## src/host_port_params.svh

```systemverilog
// Purpose: named constants of the multiplexed host bus port
// Assumes: ref_clk at 250 MHz
// Notes: counts are derived from times in ns
`ifndef HOST_PORT_PARAMS_SVH
`define HOST_PORT_PARAMS_SVH

`define BUS_W 8
`define MEM_DEPTH 256
`define CLK_PERIOD_NS 4
// shortest reset pulse that is accepted; shorter is a glitch
`define RST_FILT_NS 12
`define RST_FILT_CYC ((`RST_FILT_NS + `CLK_PERIOD_NS - 1) / `CLK_PERIOD_NS)
// release width of the interrupt pin, one internal write strobe
`define IRQ_PULSE_NS 20
`define IRQ_PULSE_CYC (`IRQ_PULSE_NS / `CLK_PERIOD_NS)
// interrupt register window
`define IRQ_REG_LO 8'h08
`define IRQ_REG_HI 8'h0B
`define SYNC_STAGES 2

`endif

```

## src/host_port_pkg.sv

```systemverilog
// Purpose: types of the multiplexed host bus port
// Assumes: nothing
// Notes: state codes are Gray along idle-read-write
package host_port_pkg;

  typedef enum logic [1:0] {
    OP_NONE = 2'h0,
    OP_READ = 2'h1,
    OP_WR_SEP = 2'h2,
    OP_WR_EN = 2'h3
  } op_t;

  typedef enum logic [1:0] {
    ST_IDLE = 2'h0,
    ST_READ = 2'h1,
    ST_WRITE = 2'h3
  } state_t;

endpackage

```

## src/pin_sync.sv

```systemverilog
// Purpose: two-flop synchroniser for asynchronous pins
// Assumes: inputs come from outside the ref_clk domain
// Notes: first stage is read only by the second stage
`timescale 1ns/10ps
module pin_sync #(
  parameter int WIDTH = 1
) (
  input wire logic ref_clk,
  input wire logic [WIDTH-1:0] async_in,
  output logic [WIDTH-1:0] sync_out
);

  logic [WIDTH-1:0] meta_q;
  logic [WIDTH-1:0] sync_q;

  // two stages, no reset so no value is forced into the chain
  always_ff @(posedge ref_clk) begin
    meta_q <= async_in;
    sync_q <= meta_q;
  end

  assign sync_out = sync_q;

endmodule

```

## src/muxed_host_bus_port.sv

```systemverilog
// Purpose: 8-bit multiplexed host bus port with memory and irq pin
// Assumes: host pins are asynchronous to ref_clk
// Notes: internal registers and RAM are one 256-byte array
`timescale 1ns/10ps
`include "host_port_params.svh"
module muxed_host_bus_port (
  input wire logic ref_clk,
  input wire logic sys_rst,
  input wire logic reset_pin,
  input wire logic [`BUS_W-1:0] addr_data_in,
  output logic [`BUS_W-1:0] addr_data_out,
  output logic [`BUS_W-1:0] addr_data_oe,
  input wire logic addr_latch,
  input wire logic read_cmd,
  input wire logic write_cmd,
  input wire logic chip_sel,
  output logic irq_n_out,
  output logic irq_n_oe,
  output logic clock_buffer_out,
  input wire logic int_pending,
  input wire logic int_cleared,
  input wire logic core_we,
  input wire logic [`BUS_W-1:0] core_addr,
  input wire logic [`BUS_W-1:0] core_wdata,
  output logic host_wr_strobe,
  output logic [`BUS_W-1:0] host_wr_addr,
  output logic [`BUS_W-1:0] host_wr_data,
  output logic int_reset
);

  // ---------------------------------------------------------------
  // pin synchronisers
  // ---------------------------------------------------------------
  logic [4:0] ctl_s;
  logic [`BUS_W-1:0] bus_s;
  logic ale_s, rd_s, wr_s, cs_s, rst_pin_s;

  pin_sync #(.WIDTH(5)) u_ctl_sync (
    .ref_clk(ref_clk),
    .async_in({reset_pin, chip_sel, write_cmd, read_cmd, addr_latch}),
    .sync_out(ctl_s)
  );

  pin_sync #(.WIDTH(`BUS_W)) u_bus_sync (
    .ref_clk(ref_clk),
    .async_in(addr_data_in),
    .sync_out(bus_s)
  );

  assign {rst_pin_s, cs_s, wr_s, rd_s, ale_s} = ctl_s;

  // ---------------------------------------------------------------
  // reset pin glitch filter
  // ---------------------------------------------------------------
  logic filt_d, filt_q;
  logic [1:0] fcnt_d, fcnt_q;
  logic rst_int;

  // level must stand for the filter time before it is taken
  always_comb begin
    filt_d = filt_q;
    fcnt_d = 2'h0;
    if (rst_pin_s != filt_q) begin
      if (fcnt_q == 2'(`RST_FILT_CYC - 1)) begin
        filt_d = rst_pin_s;
      end else begin
        fcnt_d = fcnt_q + 2'h1;
      end
    end
  end

  always_ff @(posedge ref_clk) begin
    if (sys_rst) begin
      filt_q <= 1'b0;
      fcnt_q <= 2'h0;
    end else begin
      filt_q <= filt_d;
      fcnt_q <= fcnt_d;
    end
  end

  assign rst_int = sys_rst | filt_q;

  // ---------------------------------------------------------------
  // access decode and sequencing
  // ---------------------------------------------------------------
  host_port_pkg::op_t op;
  host_port_pkg::state_t state_d, state_q;
  logic ale_prev_q, ale_fall;
  logic [`BUS_W-1:0] addr_d, addr_q, wdata_d, wdata_q;
  logic [`BUS_W-1:0] rdata_d, rdata_q;
  logic oe_d, oe_q, wstb_d, wstb_q, acc_start, op_wr;
  logic [`BUS_W-1:0] mem_q [`MEM_DEPTH];

  assign ale_fall = ale_prev_q & ~ale_s;

  // pin decode; select may stay high, only the command matters
  // accesses are timed by command strobes or the enable strobe
  always_comb begin
    if (!cs_s) begin
      op = host_port_pkg::OP_NONE;
    end else begin
      unique case ({rd_s, wr_s})
        2'b00: op = host_port_pkg::OP_WR_EN;
        2'b01: op = host_port_pkg::OP_READ;
        2'b10: op = host_port_pkg::OP_WR_SEP;
        2'b11: op = host_port_pkg::OP_NONE;
      endcase
    end
  end

  assign op_wr = (op == host_port_pkg::OP_WR_EN) ||
                 (op == host_port_pkg::OP_WR_SEP);
  assign acc_start = (state_q == host_port_pkg::ST_IDLE) &&
                     (op != host_port_pkg::OP_NONE);

  // next state, address latch, read fetch and write commit
  always_comb begin
    state_d = state_q;
    addr_d = addr_q;
    wdata_d = wdata_q;
    rdata_d = rdata_q;
    oe_d = 1'b0;
    wstb_d = 1'b0;
    if (ale_fall) begin
      addr_d = bus_s;
    end
    unique case (state_q)
      host_port_pkg::ST_IDLE: begin
        if (op == host_port_pkg::OP_READ) begin
          rdata_d = mem_q[addr_q];
          state_d = host_port_pkg::ST_READ;
          oe_d = 1'b1;
        end else if (op_wr) begin
          wdata_d = bus_s;
          state_d = host_port_pkg::ST_WRITE;
        end
      end
      host_port_pkg::ST_READ: begin
        // drive data only while the read stands
        oe_d = (op == host_port_pkg::OP_READ);
        if (op != host_port_pkg::OP_READ) begin
          state_d = host_port_pkg::ST_IDLE;
        end
      end
      host_port_pkg::ST_WRITE: begin
        if (op_wr) begin
          wdata_d = bus_s;
        end else begin
          // commit once the synchronised strobe has ended
          wstb_d = 1'b1;
          state_d = host_port_pkg::ST_IDLE;
        end
      end
      default: state_d = host_port_pkg::ST_IDLE;
    endcase
  end

  always_ff @(posedge ref_clk) begin
    if (rst_int) begin
      state_q <= host_port_pkg::ST_IDLE;
      ale_prev_q <= 1'b0;
      addr_q <= 8'h00;
      wdata_q <= 8'h00;
      rdata_q <= 8'h00;
      oe_q <= 1'b0;
      wstb_q <= 1'b0;
    end else begin
      state_q <= state_d;
      ale_prev_q <= ale_s;
      addr_q <= addr_d;
      wdata_q <= wdata_d;
      rdata_q <= rdata_d;
      oe_q <= oe_d;
      wstb_q <= wstb_d;
    end
  end

  // storage; host writes win over core writes
  always_ff @(posedge ref_clk) begin
    if (wstb_d) begin
      mem_q[addr_q] <= wdata_q;
    end else if (core_we) begin
      mem_q[core_addr] <= core_wdata;
    end
  end

  assign addr_data_out = rdata_q;
  assign addr_data_oe = {`BUS_W{oe_q}};
  assign host_wr_strobe = wstb_q;

  // host write notice registers
  logic [`BUS_W-1:0] wr_addr_q, wr_data_q;
  always_ff @(posedge ref_clk) begin
    if (rst_int) begin
      wr_addr_q <= 8'h00;
      wr_data_q <= 8'h00;
    end else if (wstb_d) begin
      wr_addr_q <= addr_q;
      wr_data_q <= wdata_q;
    end
  end
  assign host_wr_addr = wr_addr_q;
  assign host_wr_data = wr_data_q;

  // ---------------------------------------------------------------
  // interrupt pin and clock output
  // ---------------------------------------------------------------
  logic [2:0] rel_d, rel_q;
  logic irq_oe_d, irq_oe_q, ck_d, ck_q, irq_win;

  assign irq_win = (addr_q >= `IRQ_REG_LO) && (addr_q <= `IRQ_REG_HI);

  always_comb begin
    rel_d = rel_q;
    if (rel_q != 3'h0) begin
      rel_d = rel_q - 3'h1;
    end
    // clear with another pending releases the pin one strobe width
    if (int_cleared && int_pending) begin
      rel_d = 3'(`IRQ_PULSE_CYC);
    end
    // interrupt register access releases the pin
    if (acc_start && irq_win) begin
      rel_d = 3'(`IRQ_PULSE_CYC);
    end
    // pull low while an event is pending
    irq_oe_d = int_pending && (rel_d == 3'h0);
    ck_d = ~ck_q;
  end

  always_ff @(posedge ref_clk) begin
    if (rst_int) begin
      rel_q <= 3'h0;
      irq_oe_q <= 1'b0;
      ck_q <= 1'b0;
    end else begin
      rel_q <= rel_d;
      irq_oe_q <= irq_oe_d;
      ck_q <= ck_d;
    end
  end

  assign irq_n_out = 1'b0;
  assign irq_n_oe = irq_oe_q;
  assign clock_buffer_out = ck_q;
  assign int_reset = filt_q;
endmodule

```

## config.mk

```make
export PLATFORM = sky130hd
export DESIGN_NAME = muxed_host_bus_port
export DESIGN_NICKNAME = d
export VERILOG_FILES = /design/src/host_port_pkg.sv /design/src/pin_sync.sv /design/src/muxed_host_bus_port.sv
export VERILOG_INCLUDE_DIRS = /design/src /design/src/src
export SDC_FILE = /design/constraint.sdc
export NUM_CORES = 2
export LEC_CHECK = 0
export ABC_AREA = 0
export BUFFER_PORTS_ARGS = -buffer_cell sky130_fd_sc_hd__buf_2
export CAP_MARGIN = 5
export CORE_MARGIN = 2
export CORE_UTILIZATION = 50
export CTS_CLUSTER_SIZE = 40
export DETAILED_ROUTE_END_ITERATION = 10
export PLACE_DENSITY = 0.69
export SETUP_SLACK_MARGIN = 0.5
export SKIP_LAST_GASP = 1
export SYNTH_ARGS = -nofsm -noshare
export SYNTH_HDL_FRONTEND = slang
export SYNTH_SLANG_ARGS = --single-unit
```

## constraint.sdc

```tcl
create_clock -name ref_clk -period 11.8 [get_ports ref_clk]
set_input_delay 2.95 -clock ref_clk [delete_from_list [all_inputs] [get_ports ref_clk]]
set_output_delay 2.95 -clock ref_clk [all_outputs]
set_load 0.005 [all_outputs]
```

### After elaboration in Yosys (flattened, before gate mapping)

Memories as Yosys holds them, arrays and structs flattened. A register that Yosys moved wholly into a read port is not among the register bits.
Cells that the tools add are included.

* add/subtract/negate cells: 2
* $mul: 0
* divide/modulo/power cells: 0
* $lt $le $gt $ge: 2
* equal/unequal tests: 15
* shift-type cells: 0
* muxes and demuxes: 25
* bitwise operators: 5
* reduce and logical (&&, ||, !) cells: 18

Operators with widths (count)
* two-way mux 8 bit: 4
* one-hot mux 8 bit (2 select lines): 1
* equality test 2 bit, second input constant: 6
* two-way mux 2 bit: 5
* two-way mux 1 bit: 9
* two-way mux 3 bit: 3
* greater-or-equal comparator 8 x 4 -> 1 bit, second input constant: 1
* less-or-equal comparator 8 x 4 -> 1 bit, second input constant: 1
* one-hot mux 2 bit (4 select lines): 1
* OR reduction 8 bit: 1
* equality test 2 x 1 -> 1 bit, second input constant: 3
* != test 2 bit, second input constant: 3
* one-hot mux 2 bit (3 select lines): 1
* AND reduction 2 bit: 3
* logical AND 1 bit: 5
* zero test 2 bit: 2
* nonzero test 2 bit: 2
* zero test 3 bit: 1
* != test 3 x 2 -> 1 bit, second input constant: 1
* NOT 1 bit: 3
* AND reduction 3 bit: 1
* nonzero test 3 bit: 1
* OR reduction 3 bit: 1
* subtractor 3 x 1 -> 3 bit, second input constant: 1
* other kinds (7): 7

* flip-flop bits (word level): 71
* latch bits: 0
* memory bits (writable): 2048
* bits in read-only memories: 0
* bits of input ports: 34
* output and inout bits: 37
* logic and storage cells: 85
* memories kept: 1

Memories
* mem_q: depth 256, width 8, rd ports 1, clocked after Yosys merged registers in 1, wr ports 1, line muxed_host_bus_port.sv:93 `` logic [`BUS_W-1:0] mem_q [`MEM_DEPTH]; ``

### Logic depth before layout (Yosys ltp)

* depth in word-level cells: 11
* depth in mapped cells: 12
* mapped depth without buffers: 7

### Modules after synthesis

A second synthesis with hierarchy kept.

* cell total of the unflattened synthesis: 4353
* area, all modules: 83035.9 µm²

Modules (own cells, without submodules)
* muxed_host_bus_port: instances 1, cells each 4327, area each 82515.4 µm²
* pin_sync at u_bus_sync: instances 1, cells each 16, area each 320.3 µm²
* pin_sync at u_ctl_sync: instances 1, cells each 10, area each 200.2 µm²

### Least setup slack after synthesis

OpenSTA, ideal clock, no wires.

* kind: input to register
* from: input port core_we
* to: memory mem_q[0][0] in the netlist's numbering (data pin)
* library setup time: 0.556 ns
* arrival time: 5.327 ns
* data required time: 11.244 ns
* setup slack: 5.917 ns
* stages: 4
* path buffers: 2
* cells stage by stage: o21ai_2 -> buf_4 -> buf_2 -> mux2_2

* word-level cells in the longest chain between the ends: 5

Ends and longest elaborated chain
* from (decl): line muxed_host_bus_port.sv:22 `input wire logic core_we,`
* two-way mux 1 bit: line muxed_host_bus_port.sv:183 `end else if (core_we) begin`
* two-way mux 1 bit: line muxed_host_bus_port.sv:181 `if (wstb_d) begin`
* two-way mux 1 bit (implied by the code): line muxed_host_bus_port.sv:184 `mem_q[core_addr] <= core_wdata;`
* OR reduction 8 bit (no line)
* two-way mux 8 bit (no line)
* to (decl): line muxed_host_bus_port.sv:93

No other way between the ends.

### Worst setup path after layout

* from: input port core_we
* to: memory mem_q[31][7] in the netlist's numbering (enable)

* word-level cells in the longest chain between the ends: 5
* elaborated cells between the ends (all ways): 6
* those cells by class: mux (5); reduce/logical (1)

Ends and longest elaborated chain (line)
* two-way mux 1 bit (*): muxed_host_bus_port.sv:183
* two-way mux 1 bit (*): muxed_host_bus_port.sv:181
* two-way mux 1 bit (implied by the code) (*): muxed_host_bus_port.sv:184
* OR reduction 8 bit (no line)
* two-way mux 8 bit (no line) / two-way mux 1 bit (equally long branches)

Mark *: on every way between the ends. The rest lies on a longest branch, timed or not.

==> metrics.md <==
| Metric | Value |
|---|---|
| Top delay family on crit path | simple AND/OR/NAND/NOR gates |
| MaxCap Viol Count | 0 |
| Minimum clock period after layout | 5700 ps |
| Largest cells by area after synthesis | edfxtp_1, mux4_2, mux2i_1 |
| H-tree depth | 4 |
| Top post-synthesis cells by count | edfxtp_1, mux2i_1, mux4_2, nor2_1 |
| Fin. max-slew vios | 0 |
| Area of the core | 0.165 mm² |
| First-pass GRT wire length | 309000 µm |
| Critical path buffers and inverters | 2 |
| FP Rows | 149 |
| Final Setup Violations | 0 |
| Worst setup SP type | input pin |
| Final Skew | 37.0 ps |
| DRC violations left | 0 |
| Outcome | completed |
| Postcts setup bufs | 0 |
| Max Clk Rate | 176 MHz |
| CTS clk-pin slew, worst paths | 60 ps |
| CTS resizes | 0 |
| Least-Margin Pin Slew | 1350 ps |
| DR iter-0 viols | 6027 |
| Ports | 71 |
| Filler cells | 12.1k |
| Vias per inst | 6.44 |
| Layout cells sized above 1 | 0.197 |
| Total CTS buffers | 198 |
| Crit path required time | 12270 ps |
| Gpl congestion | 0.886 |
| DIE AREA | 0.169 mm² |
| Die width | 411 µm |
| Critical Path Slowest Stage Cell | nor2_1 |
| Hold buffers post-CTS | 0 |
| Asr flop ratio synth | 0 |
| CTS tree | done |
| Router iterations before antenna repair | 8 |
| Die height | 411 µm |
| DRT antenna net count | 0 |
| Clk sinks | 2127 |
| Hold slack | 307 ps |
| Max incr delay on CP | 810 ps |
| Syn_nets | 4264 |
| Final hold vios | 0 |
| Element type at the critical path end | flop |
| VDD IR-drop max | 0.191 mV |
| Overflow after GRT | 0 |
| CP max FO | 24 |
| R2r setup slk | 6270 ps |
| Sequential-to-total area share from yosys stat | 0.761 |
| Wire per inst | 32.6 µm |
| Cell variety after synth | 61 |
| Number of global-route vias before repair | 41.7k |
| Setup CP Type | input pin to flop |
| YS warnings | 0 |
| PwrDens | 169 mW/mm² |
| Initial antenna violation count | 11 |
| Synth area leader | edfxtp_1 |
| Worst-skew pair later-pin latency | 860 ps |
| All-Layer GR Usage | 0.257 |
| Port buffer count | 69 |
| Non-filler instance count after layout | 6677 |
| Layout Nets | 4345 |
| Pin count of the biggest net entering global routing | 167 |
| Tcrit/Tclk final | 0.483 |
| Mapped Cells | 4226 |
| Avg Inst Size Synth | 19.6 µm² |
| DR vias | 43.0k |
| Synthesis-to-layout area growth | 10.7% |
| Cells after DPL | 6296 |
| Number of synthesized flops with an enable pin | 2048 |
| Synth Register Bits | 2127 |
| Setup_tns | 0 ps |
| Worst hold path class | flop to flop |
| Slew Limit Headroom | 0.0745 |
| Top cell type's share of synthesized area | 0.742 |
| Mapped Area | 0.0829 mm² |
| Starting Density | 0.503 |
| Placed wire-length estimate | 131000 µm |
| Leakage | 27.6 nW |
| RSZ-0062 raised after global routing | no |
| Routed WL | 218000 µm |
| CP Data Arrival Time | 6160 ps |
| Most frequent cell after synthesis | edfxtp_1 |
| Critical-path cell list | buf_2, o21ai_4, buf_4, mux2_2, or2_1, nand2b_2, nor2_1 |
| Clock root cell | clkbuf_16 |
| CTS max path bufs | 3 |
| Prevailing post-synth register cell | edfxtp_1 |
[worst paths after layout]
check | startpoint | endpoint | cells past startpoint
hold / removal | u_ctl_sync.meta_q[1] | u_ctl_sync.sync_out[1] | 0
hold reg to reg | u_ctl_sync.meta_q[1] | u_ctl_sync.sync_out[1] | 0
setup reg to reg | addr_q[0] | addr_data_out[4] | 8
setup / recovery | core_we | mem_q[31][7] | 7
[registers in the layout (all words and copies together) (netlist names), 5 cells and up]
signal               count
host_wr_addr             8
addr_data_out            8
u_ctl_sync.meta_q        5
addr_q                   8
u_bus_sync.sync_out      8
mem_q                 2048
u_ctl_sync.sync_out      5
u_bus_sync.meta_q        8
host_wr_data             8
wdata_q                  8
[metal layers]
layer / wire (µm) / track usage
met4: 8280 / 0.0932
met3: 25400 / 0.0689
met1: 83100 / 0.357
met2: 101000 / 0.394
met5: 56 / 0
[placed cells by master, fill, tap and decap left out, types with 21 or more instances in the layout]
cell type  instances
buf_4             66
o221ai_1          80
clkbuf_1          38
nand3_1           21
nor3_1            24
nand2_1          107
o21ai_0           36
dfxtp_1           75
nor2_1           308
mux2i_1          371
o22ai_1          113
buf_2             69
clkinv_2          36
edfxtp_1        2048
clkinv_1          33
a2111oi_0         28
bufinv_16         21
mux2_2            55
mux4_2           345
a211oi_1          43
clkbuf_16        201
a21oi_1           57
[report_power, final]
group	internal (mW)	switching (mW)	total (mW)
Combinational	0.173	0.481	0.654
Clock	3.63	2.83	6.46
Sequential	8.36	0.0223	8.38
[logic make-up (layout without fill, tap and decap cells)]
| family | after synthesis | after routing | synth area share |
|---|---|---|---|
| other cells | 1 | 9 | 0.0000452 |
| simple gates | 580 | 580 | 0.0308 |
| fa+ha+maj | 4 | 4 | 0.000604 |
| xor+xnor | 3 | 3 | 0.000317 |
| buf+inv | 270 | 524 | 0.0202 |
| flops | 2127 | 2127 | 0.761 |
| compound gates | 455 | 455 | 0.0390 |
| mux | 786 | 786 | 0.148 |
[worst reg2reg max path: cells and delay by family, from the launching register on]
family	cells	cell delay, ps
buffers and inverters	3	2380
AO/OA/AOI/OAI	4	1430
flip-flops	1	880
multiplexers	1	670
[per-stage QoR]
step / setup WS (ps) / cell area, µm² / utilization / power [mW]
floorplan: 5920 / 82900 / - / 8.92
global placement: 5310 / 85200 / 0.517 / 9.19
detailed placement: 5300 / 85200 / 0.517 / 9.20
CTS: 6220 / 91800 / 0.557 / 15.5
global route: 6020 / 91800 / 0.557 / 15.9
finish: 6100 / 91800 / 0.557 / 15.5
[final cells by class]
| class | instances | area, µm² | area share |
|---|---|---|---|
| clock buffers | 241 | 5200 | 0.0567 |
| multi-input cells | 1829 | 18300 | 0.200 |
| well taps | 2189 | 2740 | 0.0298 |
| clock inverters | 132 | 1380 | 0.0150 |
| diodes | 8 | 20.0 | 0.000218 |
| repair buffers | 143 | 981 | 0.0107 |
| inverters | 8 | 33.8 | 0.000368 |
| flip-flops and latches | 2127 | 63100 | 0.688 |
Power figures use the tool's default switching activity.
